File: config.mk
export PLATFORM = sky130hd
export DESIGN_NAME = crl_readback
export DESIGN_NICKNAME = d
export VERILOG_FILES = /design/src/design/crl_pkg.sv /design/src/design/crl_sync.sv /design/src/design/crl_readback.sv
export SDC_FILE = /design/constraint.sdc
export NUM_CORES = 1
export LEC_CHECK = 0
export ABC_AREA = 1
export BUFFER_PORTS_ARGS = -buffer_cell sky130_fd_sc_hd__buf_4
export CAP_MARGIN = 5
export CORE_MARGIN = 10
export CORE_UTILIZATION = 61
export CTS_CLUSTER_DIAMETER = 50
export CTS_CLUSTER_SIZE = 28
export DETAILED_ROUTE_END_ITERATION = 7
export PLACE_DENSITY = 0.85
export RECOVER_POWER = 25
export SLEW_MARGIN = 0
export SYNTH_ARGS = -nofsm -noshare
export SYNTH_HDL_FRONTEND = slang
export SYNTH_SLANG_ARGS = --single-unit
File: constraint.sdc
create_clock -name clock -period 4.1 [get_ports clock]
set_input_delay 1.23 -clock clock [delete_from_list [all_inputs] [get_ports clock]]
set_output_delay 1.23 -clock clock [all_outputs]
set_load 0.1 [all_outputs]
File: src/design/crl_pkg.sv
// Constants shared by the counter read-back and latch logic
//
// Operation
// - Control byte with bits 5:4 zero latches
// - Read-back select bits pick counters zero-two
// - Output latch holds count until fully read
// - Latching never disturbs mode or counting
// - Repeat count latch ignored while latched
// - Read and write byte order tracked separately
// - Read-back count bit low latches counts
// - Read-back status bit low latches status
// - Status top bits: output pin, pending load
// - Status low six bits echo mode word
// - Pending load set by write, cleared on transfer
// - Two-byte format sets pending on high byte
// - Reads show counting element, not new count
// - Repeat status latch ignored while latched
// - Status read first, then count, then live
// - Strobe and port decode, else bus released
// - Format picks low, high or low-then-high
// - Binary or decimal encoding passes through latch
package crl_pkg;

  // ----------------------------------------------------------------
  // Port codes
  // ----------------------------------------------------------------
  localparam logic [1:0] CRL_PORT_ZERO    = 2'h0;
  localparam logic [1:0] CRL_PORT_ONE     = 2'h1;
  localparam logic [1:0] CRL_PORT_TWO     = 2'h2;
  localparam logic [1:0] CRL_PORT_COMMAND = 2'h3;

  // ----------------------------------------------------------------
  // Command byte fields
  // ----------------------------------------------------------------
  localparam int CRL_PICK_HI       = 7;
  localparam int CRL_PICK_LO       = 6;
  localparam int CRL_ACCESS_HI     = 5;
  localparam int CRL_ACCESS_LO     = 4;
  localparam int CRL_RB_COUNT_N    = 5;
  localparam int CRL_RB_STATUS_N   = 4;
  localparam int CRL_RB_SEL_BASE   = 1;
  localparam logic [1:0] CRL_PICK_READBACK = 2'h3;
  localparam logic [1:0] CRL_ACCESS_LATCH  = 2'h0;

  // ----------------------------------------------------------------
  // Byte formats held in mode word bits 5:4
  // ----------------------------------------------------------------
  localparam logic [1:0] CRL_FMT_LOW  = 2'h1;
  localparam logic [1:0] CRL_FMT_HIGH = 2'h2;
  localparam logic [1:0] CRL_FMT_BOTH = 2'h3;
  localparam int CRL_MODE_FMT_HI = 5;
  localparam int CRL_MODE_FMT_LO = 4;

  // ----------------------------------------------------------------
  // Reset values and sizes
  // ----------------------------------------------------------------
  localparam int CRL_COUNTERS   = 3;
  localparam int CRL_SYNC_WIDTH = 13;
  localparam logic [5:0]  CRL_MODE_RESET    = 6'h30;
  localparam logic [15:0] CRL_COUNT_RESET   = 16'h0000;
  localparam logic [7:0]  CRL_BYTE_RESET    = 8'h00;

endpackage

File: src/design/crl_sync.sv
// Two-flop synchroniser for the bus pins
module crl_sync
  import crl_pkg::*;
#(
  parameter int WIDTH = 1
) (
  // Clock and reset
  input  wire logic             clock,
  input  wire logic             rst_n,
  // Data
  input  wire logic [WIDTH-1:0] async_in,
  input  wire logic [WIDTH-1:0] reset_value,
  output logic      [WIDTH-1:0] sync_out
);

  logic [WIDTH-1:0] stage_one;

  // First stage feeds only the second stage
  always_ff @(posedge clock or negedge rst_n) begin
    if (!rst_n) begin
      stage_one <= '1;
      sync_out  <= '1;
    end else begin
      stage_one <= async_in;
      sync_out  <= stage_one;
    end
  end

endmodule

File: src/design/crl_readback.sv
// Counter read path: bus decode, latch commands, read-back, status
module crl_readback
  import crl_pkg::*;
(
  // Clock and reset
  input  wire logic                          clock,
  input  wire logic                          rst_n,
  // Host bus pins
  input  wire logic                          cs_n,
  input  wire logic                          rd_n,
  input  wire logic                          wr_n,
  input  wire logic [1:0]                    port_select,
  input  wire logic [7:0]                    data_in,
  output logic      [7:0]                    data_out,
  output logic                               data_oe,
  // Counting elements
  input  wire logic [CRL_COUNTERS-1:0][15:0] count_element,
  input  wire logic [CRL_COUNTERS-1:0]       timer_out,
  input  wire logic [CRL_COUNTERS-1:0]       load_done,
  // Programming towards the counting elements
  output logic      [CRL_COUNTERS-1:0][15:0] count_register,
  output logic      [CRL_COUNTERS-1:0]       count_written,
  output logic      [CRL_COUNTERS-1:0][5:0]  mode_word,
  output logic      [CRL_COUNTERS-1:0]       control_written,
  output logic      [CRL_COUNTERS-1:0]       pending_load
);

  // ----------------------------------------------------------------
  // Pin synchronisation
  // ----------------------------------------------------------------
  logic [CRL_SYNC_WIDTH-1:0] pins_raw;
  logic [CRL_SYNC_WIDTH-1:0] pins_sync;
  logic [CRL_SYNC_WIDTH-1:0] pins_idle;
  logic                      cs_n_s;
  logic                      rd_n_s;
  logic                      wr_n_s;
  logic [1:0]                sel_s;
  logic [7:0]                din_s;
  logic                      rd_n_prev;
  logic                      wr_n_prev;
  logic                      write_done;
  logic                      read_done;
  logic                      read_active;

  assign pins_raw  = {cs_n, rd_n, wr_n, port_select, data_in};
  assign pins_idle = '1;

  crl_sync #(
    .WIDTH(CRL_SYNC_WIDTH)
  ) u_sync (
    .clock      (clock),
    .rst_n      (rst_n),
    .async_in   (pins_raw),
    .reset_value(pins_idle),
    .sync_out   (pins_sync)
  );

  assign cs_n_s = pins_sync[12];
  assign rd_n_s = pins_sync[11];
  assign wr_n_s = pins_sync[10];
  assign sel_s  = pins_sync[9:8];
  assign din_s  = pins_sync[7:0];

  always_ff @(posedge clock or negedge rst_n) begin
    if (!rst_n) begin
      rd_n_prev <= 1'b1;
      wr_n_prev <= 1'b1;
    end else begin
      rd_n_prev <= rd_n_s;
      wr_n_prev <= wr_n_s;
    end
  end

  // Transfers complete on the trailing edge of the strobe, when data is settled
  assign write_done  = !wr_n_prev && wr_n_s && !cs_n_s && rd_n_s;
  assign read_done   = !rd_n_prev && rd_n_s && !cs_n_s && wr_n_s;
  assign read_active = !cs_n_s && !rd_n_s && wr_n_s
                       && (sel_s != CRL_PORT_COMMAND);

  // ----------------------------------------------------------------
  // Command decode
  // ----------------------------------------------------------------
  logic       cmd_write;
  logic       cmd_is_latch;
  logic       cmd_is_readback;
  logic [1:0] cmd_pick;

  assign cmd_write       = write_done && (sel_s == CRL_PORT_COMMAND);
  assign cmd_pick        = din_s[CRL_PICK_HI:CRL_PICK_LO];
  assign cmd_is_readback = cmd_write && (cmd_pick == CRL_PICK_READBACK);
  assign cmd_is_latch    = cmd_write && !cmd_is_readback
                           && (din_s[CRL_ACCESS_HI:CRL_ACCESS_LO] == CRL_ACCESS_LATCH);

  // Byte of a 16-bit value picked by format and byte order
  function automatic logic [7:0] pick_byte(input logic [15:0] value,
                                           input logic [1:0]  fmt,
                                           input logic        high_next);
    logic [7:0] result;
    result = value[7:0];
    if (fmt == CRL_FMT_HIGH || (fmt == CRL_FMT_BOTH && high_next)) begin
      result = value[15:8];
    end
    return result;
  endfunction

  // Read-back select bit of one counter, shared by count and status latching
  function automatic logic rb_selects(input logic [7:0] cmd,
                                      input int         index);
    logic hit;
    hit = cmd[CRL_RB_SEL_BASE + index];
    return hit;
  endfunction

  // ----------------------------------------------------------------
  // Per-counter state
  // ----------------------------------------------------------------
  logic [CRL_COUNTERS-1:0][7:0] read_byte;

  genvar gi;
  generate
    for (gi = 0; gi < CRL_COUNTERS; gi++) begin : g_counter
      localparam logic [1:0] COUNTER_PORT = 2'(gi);
      logic        this_port;
      logic        ctrl_hit;
      logic        latch_count_req;
      logic        latch_status_req;
      logic        count_latched;
      logic        status_latched;
      logic [15:0] latched_value;
      logic [7:0]  status_value;
      logic        read_high;
      logic        write_high;
      logic [1:0]  fmt;
      logic        data_write;
      logic        count_read;
      logic        set_pending;

      assign this_port = (sel_s == COUNTER_PORT);
      assign fmt       = mode_word[gi][CRL_MODE_FMT_HI:CRL_MODE_FMT_LO];
      assign ctrl_hit  = cmd_write && !cmd_is_readback && !cmd_is_latch
                         && (cmd_pick == COUNTER_PORT);
      assign latch_count_req = (cmd_is_latch && cmd_pick == COUNTER_PORT)
                               || (cmd_is_readback && rb_selects(din_s, gi)
                                   && !din_s[CRL_RB_COUNT_N]);
      assign latch_status_req = cmd_is_readback && rb_selects(din_s, gi)
                                && !din_s[CRL_RB_STATUS_N];
      assign data_write = write_done && this_port;
      assign count_read = read_done && this_port && !status_latched;

      // Mode word store; only the control word touches it, never a latch
      always_ff @(posedge clock or negedge rst_n) begin
        if (!rst_n) begin
          mode_word[gi]       <= CRL_MODE_RESET;
          control_written[gi] <= 1'b0;
        end else begin
          control_written[gi] <= ctrl_hit;
          if (ctrl_hit) begin
            mode_word[gi] <= din_s[5:0];
          end
        end
      end

      // Count latch: first request wins, held until fully read
      always_ff @(posedge clock or negedge rst_n) begin
        if (!rst_n) begin
          count_latched <= 1'b0;
          latched_value <= CRL_COUNT_RESET;
        end else if (ctrl_hit) begin
          count_latched <= 1'b0;
        end else if (latch_count_req && !count_latched) begin
          count_latched <= 1'b1;
          latched_value <= count_element[gi];
        end else if (count_read && count_latched
                     && !(fmt == CRL_FMT_BOTH && !read_high)) begin
          count_latched <= 1'b0;
        end
      end

      // Status latch: one byte, cleared when read
      always_ff @(posedge clock or negedge rst_n) begin
        if (!rst_n) begin
          status_latched <= 1'b0;
          status_value   <= CRL_BYTE_RESET;
        end else if (ctrl_hit) begin
          status_latched <= 1'b0;
        end else if (latch_status_req && !status_latched) begin
          status_latched <= 1'b1;
          status_value   <= {timer_out[gi], pending_load[gi], mode_word[gi]};
        end else if (read_done && this_port && status_latched) begin
          status_latched <= 1'b0;
        end
      end

      // Read byte order, independent of write order
      always_ff @(posedge clock or negedge rst_n) begin
        if (!rst_n) begin
          read_high <= 1'b0;
        end else if (ctrl_hit) begin
          read_high <= 1'b0;
        end else if (count_read && fmt == CRL_FMT_BOTH) begin
          read_high <= !read_high;
        end
      end

      // Write byte order and count register
      always_ff @(posedge clock or negedge rst_n) begin
        if (!rst_n) begin
          write_high          <= 1'b0;
          count_register[gi]  <= CRL_COUNT_RESET;
          count_written[gi]   <= 1'b0;
        end else begin
          count_written[gi] <= 1'b0;
          if (ctrl_hit) begin
            write_high <= 1'b0;
          end else if (data_write) begin
            unique case (fmt)
              CRL_FMT_LOW: begin
                count_register[gi] <= {8'h00, din_s};
                count_written[gi]  <= 1'b1;
              end
              CRL_FMT_HIGH: begin
                count_register[gi] <= {din_s, 8'h00};
                count_written[gi]  <= 1'b1;
              end
              CRL_FMT_BOTH: begin
                if (!write_high) begin
                  count_register[gi][7:0] <= din_s;
                  write_high              <= 1'b1;
                end else begin
                  count_register[gi][15:8] <= din_s;
                  write_high               <= 1'b0;
                  count_written[gi]        <= 1'b1;
                end
              end
              default: begin
                write_high <= 1'b0;
              end
            endcase
          end
        end
      end

      // Pending load: setting wins over a simultaneous transfer
      assign set_pending = ctrl_hit || count_written[gi];

      always_ff @(posedge clock or negedge rst_n) begin
        if (!rst_n) begin
          pending_load[gi] <= 1'b0;
        end else if (set_pending) begin
          pending_load[gi] <= 1'b1;
        end else if (load_done[gi]) begin
          pending_load[gi] <= 1'b0;
        end
      end

      // Byte presented for a read of this counter
      always_comb begin
        if (status_latched) begin
          read_byte[gi] = status_value;
        end else if (count_latched) begin
          read_byte[gi] = pick_byte(latched_value, fmt, read_high);
        end else begin
          read_byte[gi] = pick_byte(count_element[gi], fmt, read_high);
        end
      end
    end
  endgenerate

  // ----------------------------------------------------------------
  // Read byte select
  // ----------------------------------------------------------------
  // Port code three has no counter behind it; the enable keeps it off the bus
  logic [7:0] bus_byte;

  always_comb begin
    bus_byte = CRL_BYTE_RESET;
    unique case (sel_s)
      CRL_PORT_ZERO: begin
        bus_byte = read_byte[0];
      end
      CRL_PORT_ONE: begin
        bus_byte = read_byte[1];
      end
      CRL_PORT_TWO: begin
        bus_byte = read_byte[2];
      end
      CRL_PORT_COMMAND: begin
        bus_byte = CRL_BYTE_RESET;
      end
    endcase
  end

  // ----------------------------------------------------------------
  // Data bus drive
  // ----------------------------------------------------------------
  // Registered so the pins see no decode glitches; adds one cycle of latency
  always_ff @(posedge clock or negedge rst_n) begin
    if (!rst_n) begin
      data_out <= CRL_BYTE_RESET;
      data_oe  <= 1'b0;
    end else begin
      data_oe <= read_active;
      if (read_active) begin
        data_out <= bus_byte;
      end
    end
  end

endmodule

## Yosys cells after proc, flatten, opt, wreduce, memory -nomap -nowiden

Index checks and enable logic that the tools add are counted.

| word-level totals | value |
|---|---|
| latch bits | 0 |
| word-level logic and storage cells | 276 |
| RAM bits | 0 |
| ROM bits | 0 |
| bits of input ports | 69 |
| flip-flop bits (word level) | 196 |
| memories | 0 |

| operators by class | value |
|---|---|
| shift-type cells | 0 |
| reductions and logical operators | 130 |
| add/sub/neg operators | 0 |
| multipliers | 0 |
| divide/modulo/power cells | 0 |
| mux-type cells | 76 |
| eq/ne operators | 25 |
| bitwise logic cells | 3 |
| order comparisons | 0 |

Operator list:

| operator | count |
|---|---|
| $mux 8 | 18 |
| $pmux 16 s3 | 3 |
| $logic_and 1x1->1 | 62 |
| $mux 1 | 48 |
| $pmux 8 s4 | 1 |
| $reduce_bool 3->1 | 9 |
| $reduce_and 4->1 | 6 |
| $eq 2x2->1 const B | 10 |
| $logic_not 1->1 | 20 |
| $reduce_and 2->1 | 9 |
| $reduce_bool 2->1 | 9 |
| $ne 2x2->1 const B | 7 |
| $pmux 1 s2 | 6 |
| $eq 2x1->1 const B | 5 |
| $logic_or 1x1->1 | 9 |
| $logic_not 2->1 | 3 |
| $ne 2x1->1 const B | 3 |
| $reduce_or 2->1 | 3 |
| $not 1->1 | 3 |

## Longest topological paths before layout

Gate-level depths: netlist of the first run.

| depth | value |
|---|---|
| depth after elaboration | 14 |
| gate-level depth with buffers | 12 |

## By module

A second synthesis of the first run with hierarchy kept.

| second synthesis, totals | value |
|---|---|
| cell total of the unflattened synthesis | 1167 |
| area total of the unflattened synthesis | 9330.2 µm² |

Modules (own cells, without submodules):

| module | area an instance (µm²) | cells each | times used |
|---|---|---|---|
| crl_readback | 8647.0 | 1141 | 1 |
| crl_sync | 683.2 | 26 | 1 |

## Worst setup path before layout of the first run

No wires, ideal clock.

| timing | value |
|---|---|
| kind | register to register |
| start point | reg mode_word[5] in the netlist's numbering |
| end point | reg data_out[7] |
| clock period less this slack | 2.254 ns |
| data required time | 3.985 ns |
| setup slack | 1.846 ns |
| arrival | 2.138 ns |
| setup time | 0.115 ns |
| stages on the path, launching flop included | 12 |
| path through | dfstp_2 -> ha_1 -> nand2_1 -> nand2_1 -> buf_2 -> nand2_1 -> nand3_1 -> nand3_1 -> nand2_1 -> nand2_1 -> nor2_1 -> nor2_1 |

| between the ends | value |
|---|---|
| longest elaborated chain between the ends | 7 |
| elaborated cells on any way between the ends | 9 |
| classes of those cells | eq/ne: 2; mux: 5; reduce/logical: 2 |

Ends and longest elaborated chain:

| item | RTL line | text |
|---|---|---|
| from (decl) | crl_readback.sv:23 | `output logic [CRL_COUNTERS-1:0][5:0] mode_word,` |
| from (signal, indexed assignment) | crl_readback.sv:158 | `mode_word[gi] <= din_s[5:0];` |
| $eq 2x2->1 | crl_readback.sv:100 | `if (fmt == CRL_FMT_HIGH \|\| (fmt == CRL_FMT_BOTH && high_next)) begin` |
| $logic_and 1x1->1 | crl_readback.sv:100 |  |
| $logic_or 1x1->1 (*) | crl_readback.sv:100 |  |
| $mux 8 | crl_readback.sv:100 |  |
| $mux 8 (*) | crl_readback.sv:260 | `end else if (count_latched) begin` |
| $mux 8 (*) | crl_readback.sv:258 | `if (status_latched) begin` |
| $pmux 8 s4 (*) | crl_readback.sv:277 | `unique case (sel_s)` |
| to (signal assigned) | crl_readback.sv:304 | `data_out <= bus_byte;` |
| to (decl) | crl_readback.sv:14 | `output logic [7:0] data_out,` |

Mark *: on every way between the ends. The rest lies on a longest branch, timed or not.
A chain may end at the register's enable or synchronous reset.

==> results.rst, run 1 <==
.. list-table::
   :header-rows: 1

   * - Metric
     - Value
   * - Clock slew seen by the registers of the worst setup and hold paths
     - 0.08 ns
   * - Post-synthesis share of cell area spent on full adders, half adders and majority gates
     - 0.0121
   * - Total length of routed wires
     - 25,400 µm
   * - Minimum period implied by the final worst setup slack
     - 2.96 ns
   * - Total DRC errors in the routed layout
     - 0
   * - Unrepaired setup endpoints after global routing
     - no
   * - Critical path's slowest cell
     - clkbuf_2
   * - Via count of the first global-routing pass
     - 8,087
   * - Endpoint of the most critical register-to-register path
     - data_out[1]
   * - Post-CTS setup buffer count
     - 0
   * - Mux cell area share after synthesis
     - 0
   * - Max Buffers Root-to-Sink
     - 2
   * - Starting Density
     - 0.618
   * - Number of failing setup endpoints in the final timing report
     - 0
   * - Area of the placeable core
     - 15,100 µm²
   * - Total number of nets in the final design
     - 1,382
   * - Cell at the root of the clock tree
     - clkbuf_16
   * - Worst Hold Slack
     - 0.359 ns
   * - CTS tree
     - built
   * - Simple-gate portion of the synthesized area
     - 0.300
   * - Type of the most critical hold path
     - flop to flop
   * - Clock insertion delay at the later pin of the skew report
     - 0.45 ns
   * - Kind of start point of the critical path
     - primary input
   * - Layout cell share with drive strength beyond 1
     - 0.189
   * - Die Area
     - 20,600 µm²
   * - Number of antenna violations at the first check in global routing
     - 0
   * - Global placer's final weighted congestion
     - 0.884
   * - Finished Layout Cells
     - 1,505
   * - Level count of the clock H-tree
     - 4
   * - HPWL Detailed
     - 18,000 µm
   * - Clock sink count
     - 196
   * - Number of detailed-route iterations in the first pass
     - 5
   * - Number of buffers inserted during clock tree synthesis
     - 17
   * - Post-synthesis area per instance
     - 7.91 µm²
   * - CP Data Arrival Time
     - 3.45 ns
   * - Worst path bufs/invs
     - 2
   * - Number of synthesized register bits
     - 196
   * - Post-synthesis compound-gate area fraction
     - 0.0625
   * - Syn-to-layout area delta
     - 19.4%
   * - Violated checks
     - max-capacitance violations, max-slew violations
   * - Relative max-transition margin
     - -0.321
   * - First element of the critical path
     - rst_n
   * - CP most frequent cell
     - clkbuf_2
   * - Xor/xnor cell area share of the yosys netlist
     - 0
   * - Min setup slack post-route
     - 1.14 ns
   * - Net count of the mapped netlist
     - 1,257
   * - Ports placed on the boundary
     - 153
   * - Fraction of the yosys area taken by sequential cells
     - 0.531
   * - Setup Crit Path Kind
     - primary input to async pin
   * - Period utilization
     - 0.722
   * - Max-cap viol count
     - 1
   * - Via density
     - 5.54
   * - Hold wc startpoint
     - u_sync.stage_one[1]
   * - Antenna diode instance count
     - 0
   * - Routed vias
     - 8,342
   * - Cell-by-cell trace of the critical path
     - clkbuf_2 -> clkbuf_2
   * - Reg2reg start
     - mode_word[11]
   * - Sink of the worst hold path
     - u_sync.sync_out[1]
   * - Number of resized instances in the post-cts repair step
     - 0
   * - Register-to-Register Path Depth
     - 10
   * - Dominant combinational cell family by area after synthesis
     - simple AND/OR/NAND/NOR gates
   * - Leftover overflow at the end of global routing
     - 0
   * - Maximum number of pins on one net before global-route repair
     - 78
   * - Core occupancy in the finished layout
     - 0.738
   * - DRT antenna net count
     - 0
   * - Detail-routed net length per standard cell
     - 16.9 µm
   * - Die height
     - 144 µm
   * - Worst setup timing slack at the placement stage
     - 1.53 ns
   * - Number of I/O port buffers
     - 152
   * - Placed cells
     - 1,473
   * - Hold Path Cell Cnt
     - 0
   * - Number of unique standard cell types used by synthesis
     - 25
   * - Highest Clock Rate
     - 338 MHz
   * - Aggregate global-route resource usage
     - 0.253
   * - Critical path data required time
     - 4.59 ns
   * - Wire length of the first global-routing pass
     - 41,400 µm
   * - Netlist area before placement
     - 9330 µm²
   * - Total Neg Setup Slack
     - 0 ns
   * - Number of hold violations in the final report
     - 0
   * - Placement Rows
     - 45
   * - Initial drt markers
     - 988
   * - Critical path's largest stage delay
     - 1.37 ns
   * - Worst Max-Slew Pin Slew
     - 1.98 ns
   * - Horizontal die dimension
     - 144 µm
   * - Critical path endpoint category
     - async pin
   * - Power per cell area
     - 417 nW/µm²
   * - CTS hold repair buffers
     - 0
   * - Leakage power figure
     - 6.15 nW
   * - Highest fanout seen on the critical path
     - 77
   * - Top cell family by delay on the critical path
     - buffers and inverters
   * - Status
     - finished, violations left
   * - Fin. max-slew vios
     - 78
   * - Yosys warning total
     - 0
   * - Setup skew after layout
     - 0.0139 ns
   * - Peak VDD IR
     - 363 µV
   * - Gate count after technology mapping
     - 1,179
   * - Register-to-register path setup slack
     - 1.50 ns
-- power by group --
group          leakage, nW  switching [mW]  total (mW)  internal [mW]
clock                0.303           0.874        1.72          0.842
combinational         3.49           0.574       0.780          0.207
sequential            2.36          0.0900        2.14           2.05
total                 6.15            1.54        4.64           3.10
-- synth_stat cells --
cell	count	area, µm²
nand4_1	8	50.1
o21ai_0	84	420
nand3b_1	15	113
clkinv_1	4	15.0
nand2_2	7	43.8
dfrtp_1	162	4050
dfstp_2	34	893
a21oi_2	2	17.5
nand2_1	301	1130
nor3_4	1	16.3
or2_2	8	50.1
inv_1	170	638
ha_1	9	113
nor2_2	7	43.8
buf_4	2	15.0
a21oi_1	25	125
o21ai_1	4	20.0
nor2_1	70	263
clkbuf_1	29	109
or2_1	1	6.26
buf_2	18	90.1
nand4_2	2	25.0
buf_1	1	3.75
nand3_1	211	1060
inv_2	4	15.0
-- cell usage in the layout (no fill, tap or decap), drive strengths merged --
| cell type | n |
|---|---|
| clkinv | 13 |
| nand3 | 211 |
| clkbuf | 33 |
| dfstp | 34 |
| nor2 | 77 |
| buf | 140 |
| ha | 9 |
| a21oi | 27 |
| nand3b | 15 |
| o21ai | 88 |
| nor3 | 1 |
| dfrtp | 162 |
| nand2 | 308 |
| nand4 | 10 |
| inv | 180 |
| or2 | 9 |
-- kinds of logic after synthesis --
| logic type | Yosys count |
|---|---|
| AND/OR/NAND/NOR | 631 |
| buffers and inverters | 228 |
| flip-flops | 196 |
| AO/OA/AOI/OAI | 115 |
| adder cells (fa/ha/maj) | 9 |
-- routing by layer --
| layer | share of wire | global-route usage | up-vias |
|---|---|---|---|
| li1 | - | - | 3972 |
| met1 | 0.41 | 0.332 | 4003 |
| met3 | 0.087 | 0.0749 | 27 |
| met5 | 0 | 0 | - |
| met2 | 0.49 | 0.398 | 340 |
| met4 | 0.014 | 0.0709 | 0 |
-- layout make-up --
class	instances	area [µm²]
multi-input combinational	755	3490
inverter	178	668
clock inverter	15	203
sequential	196	4950
clock buffer	17	425
timing repair buffer	156	1160
tap	188	235
fill	1173	3960
-- how the worst max path moves through the flow --
stage	to	slack, ns	cells past startpoint
2_1_floorplan	data_out[7]	1.85	11
3_3_place_gp	data_out[1]	1.57	10
3_5_place_dp	data_out[1]	1.53	10
4_1_cts	mode_word[11]	1.41	1
5_1_grt	g_counter[0].latched_value[6]	0.72	2
6_report	g_counter[0].latched_value[4]	1.14	2
-- registers in the layout, indices dropped and copies added, names as in the netlist, 8 cells and up --
register,flops
count_register,48
g_counter.latched_value,48
mode_word,18
g_counter.status_value,24
u_sync.sync_out,13
data_out,8
u_sync.stage_one,13
-- through the flow --
step                power [mW]  cell area (µm²)
detailed placement        2.96            10500
global route              4.82            11100
finish                    4.64            11100
global placement          2.94            10500
floorplan                 2.69             9330
CTS                       4.66            11100
(Power assumes the default switching activity.)
==> inputs of run 2 (changes only) <==
- CORE_UTILIZATION: 61 -> 57
- PLACE_DENSITY: 0.85 -> 0.8
- clock period: 4.1 -> 3 ns (I/O delays scaled with it)
==> run 2 against run 1 <==
  * Final cell count grew 2.7%
  * Register-to-register slack got worse by 0.90 ns
  * First-iteration DRC count shrank 31%
  * Core utilization down 2.8 points
  * Clock-buffer cell count is the same
  * Sequential share of layout area fell by 0.74 points
  * Combinational power increased by 38%
  * Critical path depth is 1 lower
  * Wire length is 1.0% higher
  * Sequential cell count unchanged
  * Die area rose by 6.0%
  * The run still ends with max-capacitance violations, max-slew violations left
==> results.rst, run 2 (synthesized netlist as in run 1, its figures left out) <==
.. list-table::
   :header-rows: 1

   * - Metric
     - Value
   * - Initial drt markers
     - 680 (was 988)
   * - Clock sink count
     - 196 (unchanged)
   * - Critical path endpoint category
     - output port (was async pin)
   * - Largest registers in the final layout
     - count_register: 48 flops, g_counter.latched_value: 48 flops, g_counter.status_value: 24 flops (unchanged)
   * - Setup skew after layout
     - 0.0116 ns (was 0.0139 ns)
   * - Status
     - finished, violations left (unchanged)
   * - Syn-to-layout area delta
     - 21.4% (was 19.4%)
   * - Post-CTS setup buffer count
     - 0 (unchanged)
   * - Starting Density
     - 0.585 (was 0.618)
   * - Commonest cells after routing, fill and taps aside
     - nand2_1 (301), nand3_1 (211), inv_1 (170), dfrtp_1 (162), buf_4 (152) (was nand2_1 (302), nand3_1 (211), inv_1 (170), dfrtp_1 (162), buf_4 (140))
   * - Number of fill cells
     - 1,277 (was 1,173)
   * - Worst path bufs/invs
     - 1 (was 2)
   * - Total number of nets in the final design
     - 1,395 (was 1,382)
   * - Number of buffers inserted during clock tree synthesis
     - 17 (unchanged)
   * - Leftover overflow at the end of global routing
     - 0 (unchanged)
   * - Total length of routed wires
     - 25,600 µm (was 25,400 µm)
   * - HPWL Detailed
     - 18,200 µm (was 18,000 µm)
   * - Global placer's final weighted congestion
     - 0.861 (was 0.884)
   * - CTS tree
     - built (unchanged)
   * - Aggregate global-route resource usage
     - 0.233 (was 0.253)
   * - Cell at the root of the clock tree
     - clkbuf_16 (unchanged)
   * - Setup Crit Path Kind
     - flop to output port (was primary input to async pin)
   * - Routed vias
     - 8,252 (was 8,342)
   * - Met2 routed WL
     - 11,900 µm (was 12,300 µm)
   * - Met3 routed wirelength
     - 2030 µm (was 2200 µm)
   * - Placed instance area
     - 10,700 µm² (was 10,500 µm²)
   * - Fin. max-slew vios
     - 68 (was 78)
   * - Ports placed on the boundary
     - 153 (unchanged)
   * - Minimum period implied by the final worst setup slack
     - 2.42 ns
   * - CTS hold repair buffers
     - 0 (unchanged)
   * - Kind of start point of the critical path
     - flop (was primary input)
   * - Via density
     - 5.34 (was 5.54)
   * - Cell-by-cell trace of the critical path
     - buf_4 (was clkbuf_2 -> clkbuf_2)
   * - Layout cell share with drive strength beyond 1
     - 0.198 (was 0.189)
   * - Total DRC errors in the routed layout
     - 0 (unchanged)
   * - Area of the placeable core
     - 15,900 µm² (was 15,100 µm²)
   * - Wire length of the first global-routing pass
     - 41,100 µm (was 41,400 µm)
   * - Antenna diode instance count
     - 0 (unchanged)
   * - Peak VDD IR
     - 421 µV (was 363 µV)
   * - Worst Hold Slack
     - 0.358 ns (was 0.359 ns)
   * - Max-cap viol count
     - 1 (unchanged)
   * - Power per cell area
     - 568 nW/µm² (was 417 nW/µm²)
   * - Total Neg Setup Slack
     - 0 ns (unchanged)
   * - Highest fanout seen on the critical path
     - 14 (was 77)
   * - Top cell family by delay on the critical path
     - flip-flops (was buffers and inverters)
   * - DRT antenna net count
     - 0 (unchanged)
   * - Number of hold violations in the final report
     - 0 (unchanged)
   * - Clock insertion delay at the later pin of the skew report
     - 0.44 ns (was 0.45 ns)
   * - Type of the most critical hold path
     - flop to flop (unchanged)
   * - Maximum number of pins on one net before global-route repair
     - 71 (was 78)
   * - Die Area
     - 21,900 µm² (was 20,600 µm²)
   * - Highest Clock Rate
     - 414 MHz
   * - Critical path's largest stage delay
     - 0.72 ns (was 1.37 ns)
   * - Post-route met1 wirelength
     - 11,200 µm (was 10,500 µm)
   * - Max Buffers Root-to-Sink
     - 2 (unchanged)
   * - Relative max-transition margin
     - -0.272 (was -0.321)
   * - Number of detailed-route iterations in the first pass
     - 6 (was 5)
   * - Critical path's slowest cell
     - dfstp_2 (was clkbuf_2)
   * - Violated checks
     - max-capacitance violations, max-slew violations (unchanged)
   * - Period utilization
     - 0.806
   * - Number of antenna violations at the first check in global routing
     - 0 (unchanged)
   * - Horizontal die dimension
     - 148 µm (was 144 µm)
   * - Most frequent standard cell in the layout excluding fill and tap cells
     - nand2_1 (unchanged)
   * - Clock slew seen by the registers of the worst setup and hold paths
     - 0.08 ns (about the same)
   * - Highest metal used
     - met4 (unchanged)
   * - Detail-routed net length per standard cell
     - 16.6 µm (was 16.9 µm)
   * - Number of failing setup endpoints in the final timing report
     - 0 (unchanged)
   * - Number of resized instances in the post-cts repair step
     - 0 (unchanged)
   * - Level count of the clock H-tree
     - 4 (unchanged)
   * - Post-route cell area
     - 11,300 µm² (was 11,100 µm²)
   * - Placement Rows
     - 46 (was 45)
   * - CP Data Arrival Time
     - 1.52 ns (was 3.45 ns)
   * - Die height
     - 148 µm (was 144 µm)
   * - Leakage power figure
     - 6.23 nW (was 6.15 nW)
   * - Worst Max-Slew Pin Slew
     - 1.91 ns (was 1.98 ns)
   * - Critical path data required time
     - 2.10 ns (was 4.59 ns)
   * - Number of I/O port buffers
     - 152 (unchanged)
   * - Unrepaired setup endpoints after global routing
     - no (unchanged)
   * - Via count of the first global-routing pass
     - 7,888 (was 8,087)
[run 2: cell type report]
class,count,area [µm²],share of cell area
multi-input combinational,755,3490,0.309
timing repair buffer,169,1300,0.115
clock inverter,15,211,0.0187
sequential,196,4950,0.437
clock buffer,17,425,0.0376
inverter,178,668,0.0590
tap,216,270,0.0239
[run 2: per-layer routing]
| metal | vias to the layer above | GRT usage |
|---|---|---|
| li1 | 3994 | - |
| met1 | 3881 | 0.313 |
| met2 | 338 | 0.360 |
| met3 | 39 | 0.0617 |
| met4 | 0 | 0.0773 |
| met5 | - | 0 |
[run 2: metrics by stage]
stage,setup WS (ns),util,cells,total power [mW]
finish,0.582,0.710,1546,6.43
global placement,0.651,0.671,1514,4.03
detailed placement,0.668,0.671,1514,4.05
global route,0.396,0.710,1546,6.68
CTS,0.584,0.710,1546,6.46
floorplan,0.746,-,1179,3.68
[run 2: path summary, 6_finish.rpt]
path | start | to | slack [ns] | cells after the start
max | mode_word[11] | mode_word[11] | 0.58 | 1
min | u_sync.stage_one[6] | u_sync.sync_out[6] | 0.36 | 0
max reg2reg | mode_word[5] | data_out[0] | 0.60 | 11
min reg2reg | u_sync.stage_one[6] | u_sync.sync_out[6] | 0.36 | 0
max in group asynchronous | rst_n | mode_word[17] | 0.82 | 2
min in group asynchronous | rst_n | count_register[26] | 0.99 | 1
[run 2: power breakdown]
part	switching [mW]	internal (mW)	leakage, nW	total [mW]
registers	0.121	2.80	2.36	2.93
logic	0.780	0.296	3.57	1.08
clock network	1.14	1.29	0.303	2.43
total	2.04	4.39	6.23	6.43
==> inputs of run 3 (changes only) <==
- ABC_AREA: 1 -> 0
- CORE_UTILIZATION: 57 -> 50
- PLACE_DENSITY: 0.8 -> 0.76
- clock period: 3 -> 2.1 ns (I/O delays scaled with it)
==> run 3 against run 2 <==
  * The flow finishes with violations (negative setup slack)
  * Total power rose by 43%
  * Via count fell by 20%
  * Sequential cell count did not move
  * Core utilization rose by 0.076 points
  * Combinational power rose by 45%
  * Clock-buffer cell count rose by 1
  * Clock power rose by 42%
  * Non-clock buffer count rose by 81
  * Synthesized cell count fell by 42%
==> results.rst, run 3 <==
.. list-table::
   :header-rows: 1

   * - Metric
     - Value
   * - Starting Density
     - 0.511 (was 0.585)
   * - Syn-to-layout area delta
     - 39.0% (was 21.4%)
   * - EDFF count, synth
     - 0 (unchanged)
   * - Cell at the root of the clock tree
     - clkbuf_16 (unchanged)
   * - Peak VDD IR
     - 654 µV (was 421 µV)
   * - Layout cell share with drive strength beyond 1
     - 0.498 (was 0.198)
   * - Placed cells
     - 1,078 (was 1,514)
   * - Routed vias
     - 6,638 (was 8,252)
   * - Post-synthesis share of cell area spent on full adders, half adders and majority gates
     - 0.0132 (was 0.0121)
   * - Proportion of synthesized flip-flops having asynchronous set or reset
     - 1.00 (unchanged)
   * - Highest Clock Rate
     - 431 MHz
   * - Fin. max-slew vios
     - 0 (was 68)
   * - Netlist area before placement
     - 8510 µm² (was 9330 µm²)
   * - Most frequent standard cell in the layout excluding fill and tap cells
     - buf_4 (was nand2_1)
   * - Area of the placeable core
     - 16,600 µm² (was 15,900 µm²)
   * - CTS tree
     - built (unchanged)
   * - Wire length of the first global-routing pass
     - 38,600 µm (was 41,100 µm)
   * - Number of fill cells
     - 1,073 (was 1,277)
   * - Leakage power figure
     - 5.43 nW (was 6.23 nW)
   * - Power per cell area
     - 775 nW/µm² (was 568 nW/µm²)
   * - Via density
     - 5.80 (was 5.34)
   * - Setup skew after layout
     - 0.0137 ns (was 0.0116 ns)
   * - Period utilization
     - 1.10
   * - Post-synthesis area per instance
     - 12.4 µm² (was 7.91 µm²)
   * - Aggregate global-route resource usage
     - 0.221 (was 0.233)
   * - Number of synthesized register bits
     - 196 (unchanged)
   * - CP Data Arrival Time
     - 2.63 ns (was 1.52 ns)
   * - Clock insertion delay at the later pin of the skew report
     - 0.44 ns (about the same)
   * - Post-synthesis compound-gate area fraction
     - 0.0782 (was 0.0625)
   * - Net count of the mapped netlist
     - 762 (was 1,257)
   * - Number of failing setup endpoints in the final timing report
     - 71 (was 0)
   * - Max-cap viol count
     - 0 (was 1)
   * - Minimum period implied by the final worst setup slack
     - 2.32 ns
   * - Level count of the clock H-tree
     - 4 (unchanged)
   * - Kind of start point of the critical path
     - flop (unchanged)
   * - Cell type with the highest aggregate area in the netlist
     - dfrtp_1 (unchanged)
   * - Highest fanout seen on the critical path
     - 5 (was 14)
   * - Multi-input combinational cell area
     - 3590 µm² (was 3490 µm²)
   * - Clock sink count
     - 196 (unchanged)
   * - Number of hold violations in the final report
     - 0 (unchanged)
   * - HPWL Detailed
     - 17,400 µm (was 18,200 µm)
   * - Unrepaired setup endpoints after global routing
     - yes (was no)
   * - Via count of the first global-routing pass
     - 6,820 (was 7,888)
   * - Gate count after technology mapping
     - 684 (was 1,179)
   * - Global placer's final weighted congestion
     - 0.888 (was 0.861)
   * - Relative max-transition margin
     - 0.0683 (was -0.272)
   * - Yosys warning total
     - 0 (unchanged)
   * - Clock slew seen by the registers of the worst setup and hold paths
     - 0.07 ns (was 0.08 ns)
   * - Most common flop cell mapped by yosys
     - dfrtp_1 (unchanged)
   * - Most instantiated cells after synthesis
     - dfrtp_1 (162), mux2_2 (82), inv_1 (57) (was nand2_1 (301), nand3_1 (211), inv_1 (170))
   * - Dominant combinational cell family by area after synthesis
     - multiplexers (was simple AND/OR/NAND/NOR gates)
   * - Detail-routed net length per standard cell
     - 22.8 µm (was 16.6 µm)
   * - Maximum number of pins on one net before global-route repair
     - 57 (was 71)
   * - Die Area
     - 22,600 µm² (was 21,900 µm²)
   * - Initial drt markers
     - 631 (was 680)
   * - Number of antenna violations at the first check in global routing
     - 0 (unchanged)
   * - Total DRC errors in the routed layout
     - 0 (unchanged)
   * - Critical path data required time
     - 2.41 ns (was 2.10 ns)
   * - Violated checks
     - negative setup slack (was max-capacitance violations, max-slew violations)
   * - Die height
     - 150 µm (was 148 µm)
   * - Commonest cells after routing, fill and taps aside
     - buf_4 (198), dfrtp_1 (162), mux2_4 (58), inv_1 (56), nand3_1 (48) (was nand2_1 (301), nand3_1 (211), inv_1 (170), dfrtp_1 (162), buf_4 (152))
   * - Portion of synthesized cell area occupied by the leading cell type
     - 0.477 (was 0.435)
   * - Total number of nets in the final design
     - 990 (was 1,395)
   * - Leftover overflow at the end of global routing
     - 0 (unchanged)
   * - Setup Crit Path Kind
     - flop to flop (was flop to output port)
   * - Number of unique standard cell types used by synthesis
     - 45 (was 25)
   * - Number of buffers inserted during clock tree synthesis
     - 17 (unchanged)
   * - Mux cell area share after synthesis
     - 0.178 (was 0)
   * - Worst Max-Slew Pin Slew
     - 1.40 ns (was 1.91 ns)
   * - Max Buffers Root-to-Sink
     - 2 (unchanged)
   * - Placement Rows
     - 47 (was 46)
   * - Type of the most critical hold path
     - primary input to flop (was flop to flop)
   * - Simple-gate portion of the synthesized area
     - 0.100 (was 0.300)
   * - Status
     - finished, violations left (unchanged)
   * - Worst Hold Slack
     - 0.294 ns (was 0.358 ns)
   * - Placed instance area
     - 10,500 µm² (was 10,700 µm²)
   * - Top-count cell post-synth
     - dfrtp_1 (was nand2_1)
   * - Largest registers in the final layout
     - count_register: 48 flops, g_counter.latched_value: 48 flops, g_counter.status_value: 24 flops (unchanged)
   * - Critical path endpoint category
     - flop (was output port)
   * - DRT antenna net count
     - 0 (unchanged)
   * - Total length of routed wires
     - 26,100 µm (was 25,600 µm)
   * - Number of detailed-route iterations in the first pass
     - 5 (was 6)
   * - Post-route cell area
     - 11,800 µm² (was 11,300 µm²)
   * - Finished Layout Cells
     - 1,145 (was 1,546)
   * - Cells taking the most area after synthesis
     - dfrtp_1 (48%), mux2_2 (11%), dfstp_2 (11%), mux4_2 (6.4%), nand3_1 (3.3%) (was dfrtp_1 (43%), nand2_1 (12%), nand3_1 (11%), dfstp_2 (9.6%), inv_1 (6.8%))
   * - Number of I/O port buffers
     - 152 (unchanged)
   * - Sequential cell area
     - 4970 µm² (was 4950 µm²)
   * - Antenna diode instance count
     - 0 (unchanged)
   * - Xor/xnor cell area share of the yosys netlist
     - 0.00309 (was 0)
   * - Ports placed on the boundary
     - 153 (unchanged)
   * - Horizontal die dimension
     - 150 µm (was 148 µm)
   * - Min setup slack post-route
     - -0.220 ns (was 0.582 ns)
   * - CTS hold repair buffers
     - 0 (unchanged)
   * - Fraction of the yosys area taken by sequential cells
     - 0.582 (was 0.531)
-- run 3: layout make-up --
type / instances / share of cell area
flip-flops and latches: 196 / 0.420
multi-input cells: 390 / 0.304
repair buffers: 250 / 0.182
clock buffers: 18 / 0.0363
well taps: 220 / 0.0233
inverters: 57 / 0.0183
clock inverters: 14 / 0.0160
-- run 3: routing by layer --
metal	part of all wire	GRT usage
met2	0.51	0.371
met3	0.068	0.0510
met5	0	0
met4	0.033	0.0904
met1	0.39	0.270
-- run 3: cells by family after synthesis --
kind of cell,Yosys count
DFF,196
and+or+nand+nor,156
muxes,111
AOI/OAI and AO/OA,110
buffers and inverters,99
adders and majority gates,9
xor gates and xnor gates,3
-- run 3: worst paths after layout --
| check | start | endpoint | slack (ns) | cells after the start |
|---|---|---|---|---|
| max | mode_word[4] | data_out[2] | -0.22 | 9 |
| max reg2reg | mode_word[4] | data_out[2] | -0.22 | 9 |
| min | data_in[7] | u_sync.stage_one[7] | 0.29 | 1 |
| max in group asynchronous | rst_n | rd_n_prev | 0.29 | 2 |
| min reg2reg | u_sync.stage_one[8] | u_sync.sync_out[8] | 0.36 | 0 |
| min in group asynchronous | rst_n | control_written[2] | 0.51 | 1 |
-- run 3: per-stage QoR --
step | setup WS [ns] | setup TNS (ns) | utilization | power, mW
after detailed placement | -0.149 | -4.13 | 0.632 | 5.67
final | -0.220 | -7.80 | 0.711 | 9.17
after CTS | -0.166 | -5.12 | 0.685 | 9.12
after floorplan | -0.329 | -9.42 | - | 5.11
after global routing | -0.303 | -11.68 | 0.711 | 9.45
after global placement | -0.101 | -2.82 | 0.632 | 5.64
-- run 3: worst max-delay path, stage by stage (launching register included) --
cell,delay (ns)
dfstp_4,0.65
inv_4,0.04
ha_4,0.16
a21oi_4,0.13
buf_12,0.13
buf_4,0.14
mux4_2,0.49
a22o_1,0.18
a211oi_1,0.16
a31oi_1,0.11
-- run 3: power by group --
| part | total (mW) | switching [mW] | internal (mW) |
|---|---|---|---|
| Clock | 3.45 | 1.54 | 1.91 |
| Sequential | 4.15 | 0.177 | 3.97 |
| Combinational | 1.57 | 1.02 | 0.545 |
-- run 3: what timing repair did --
item / in CTS / in global routing
cloned: 3 / 3
setup endpoints to repair: 56 / 125
setup buffers: 9 / 25
pin swaps: 11 / 14
resized for setup: 27 / 76
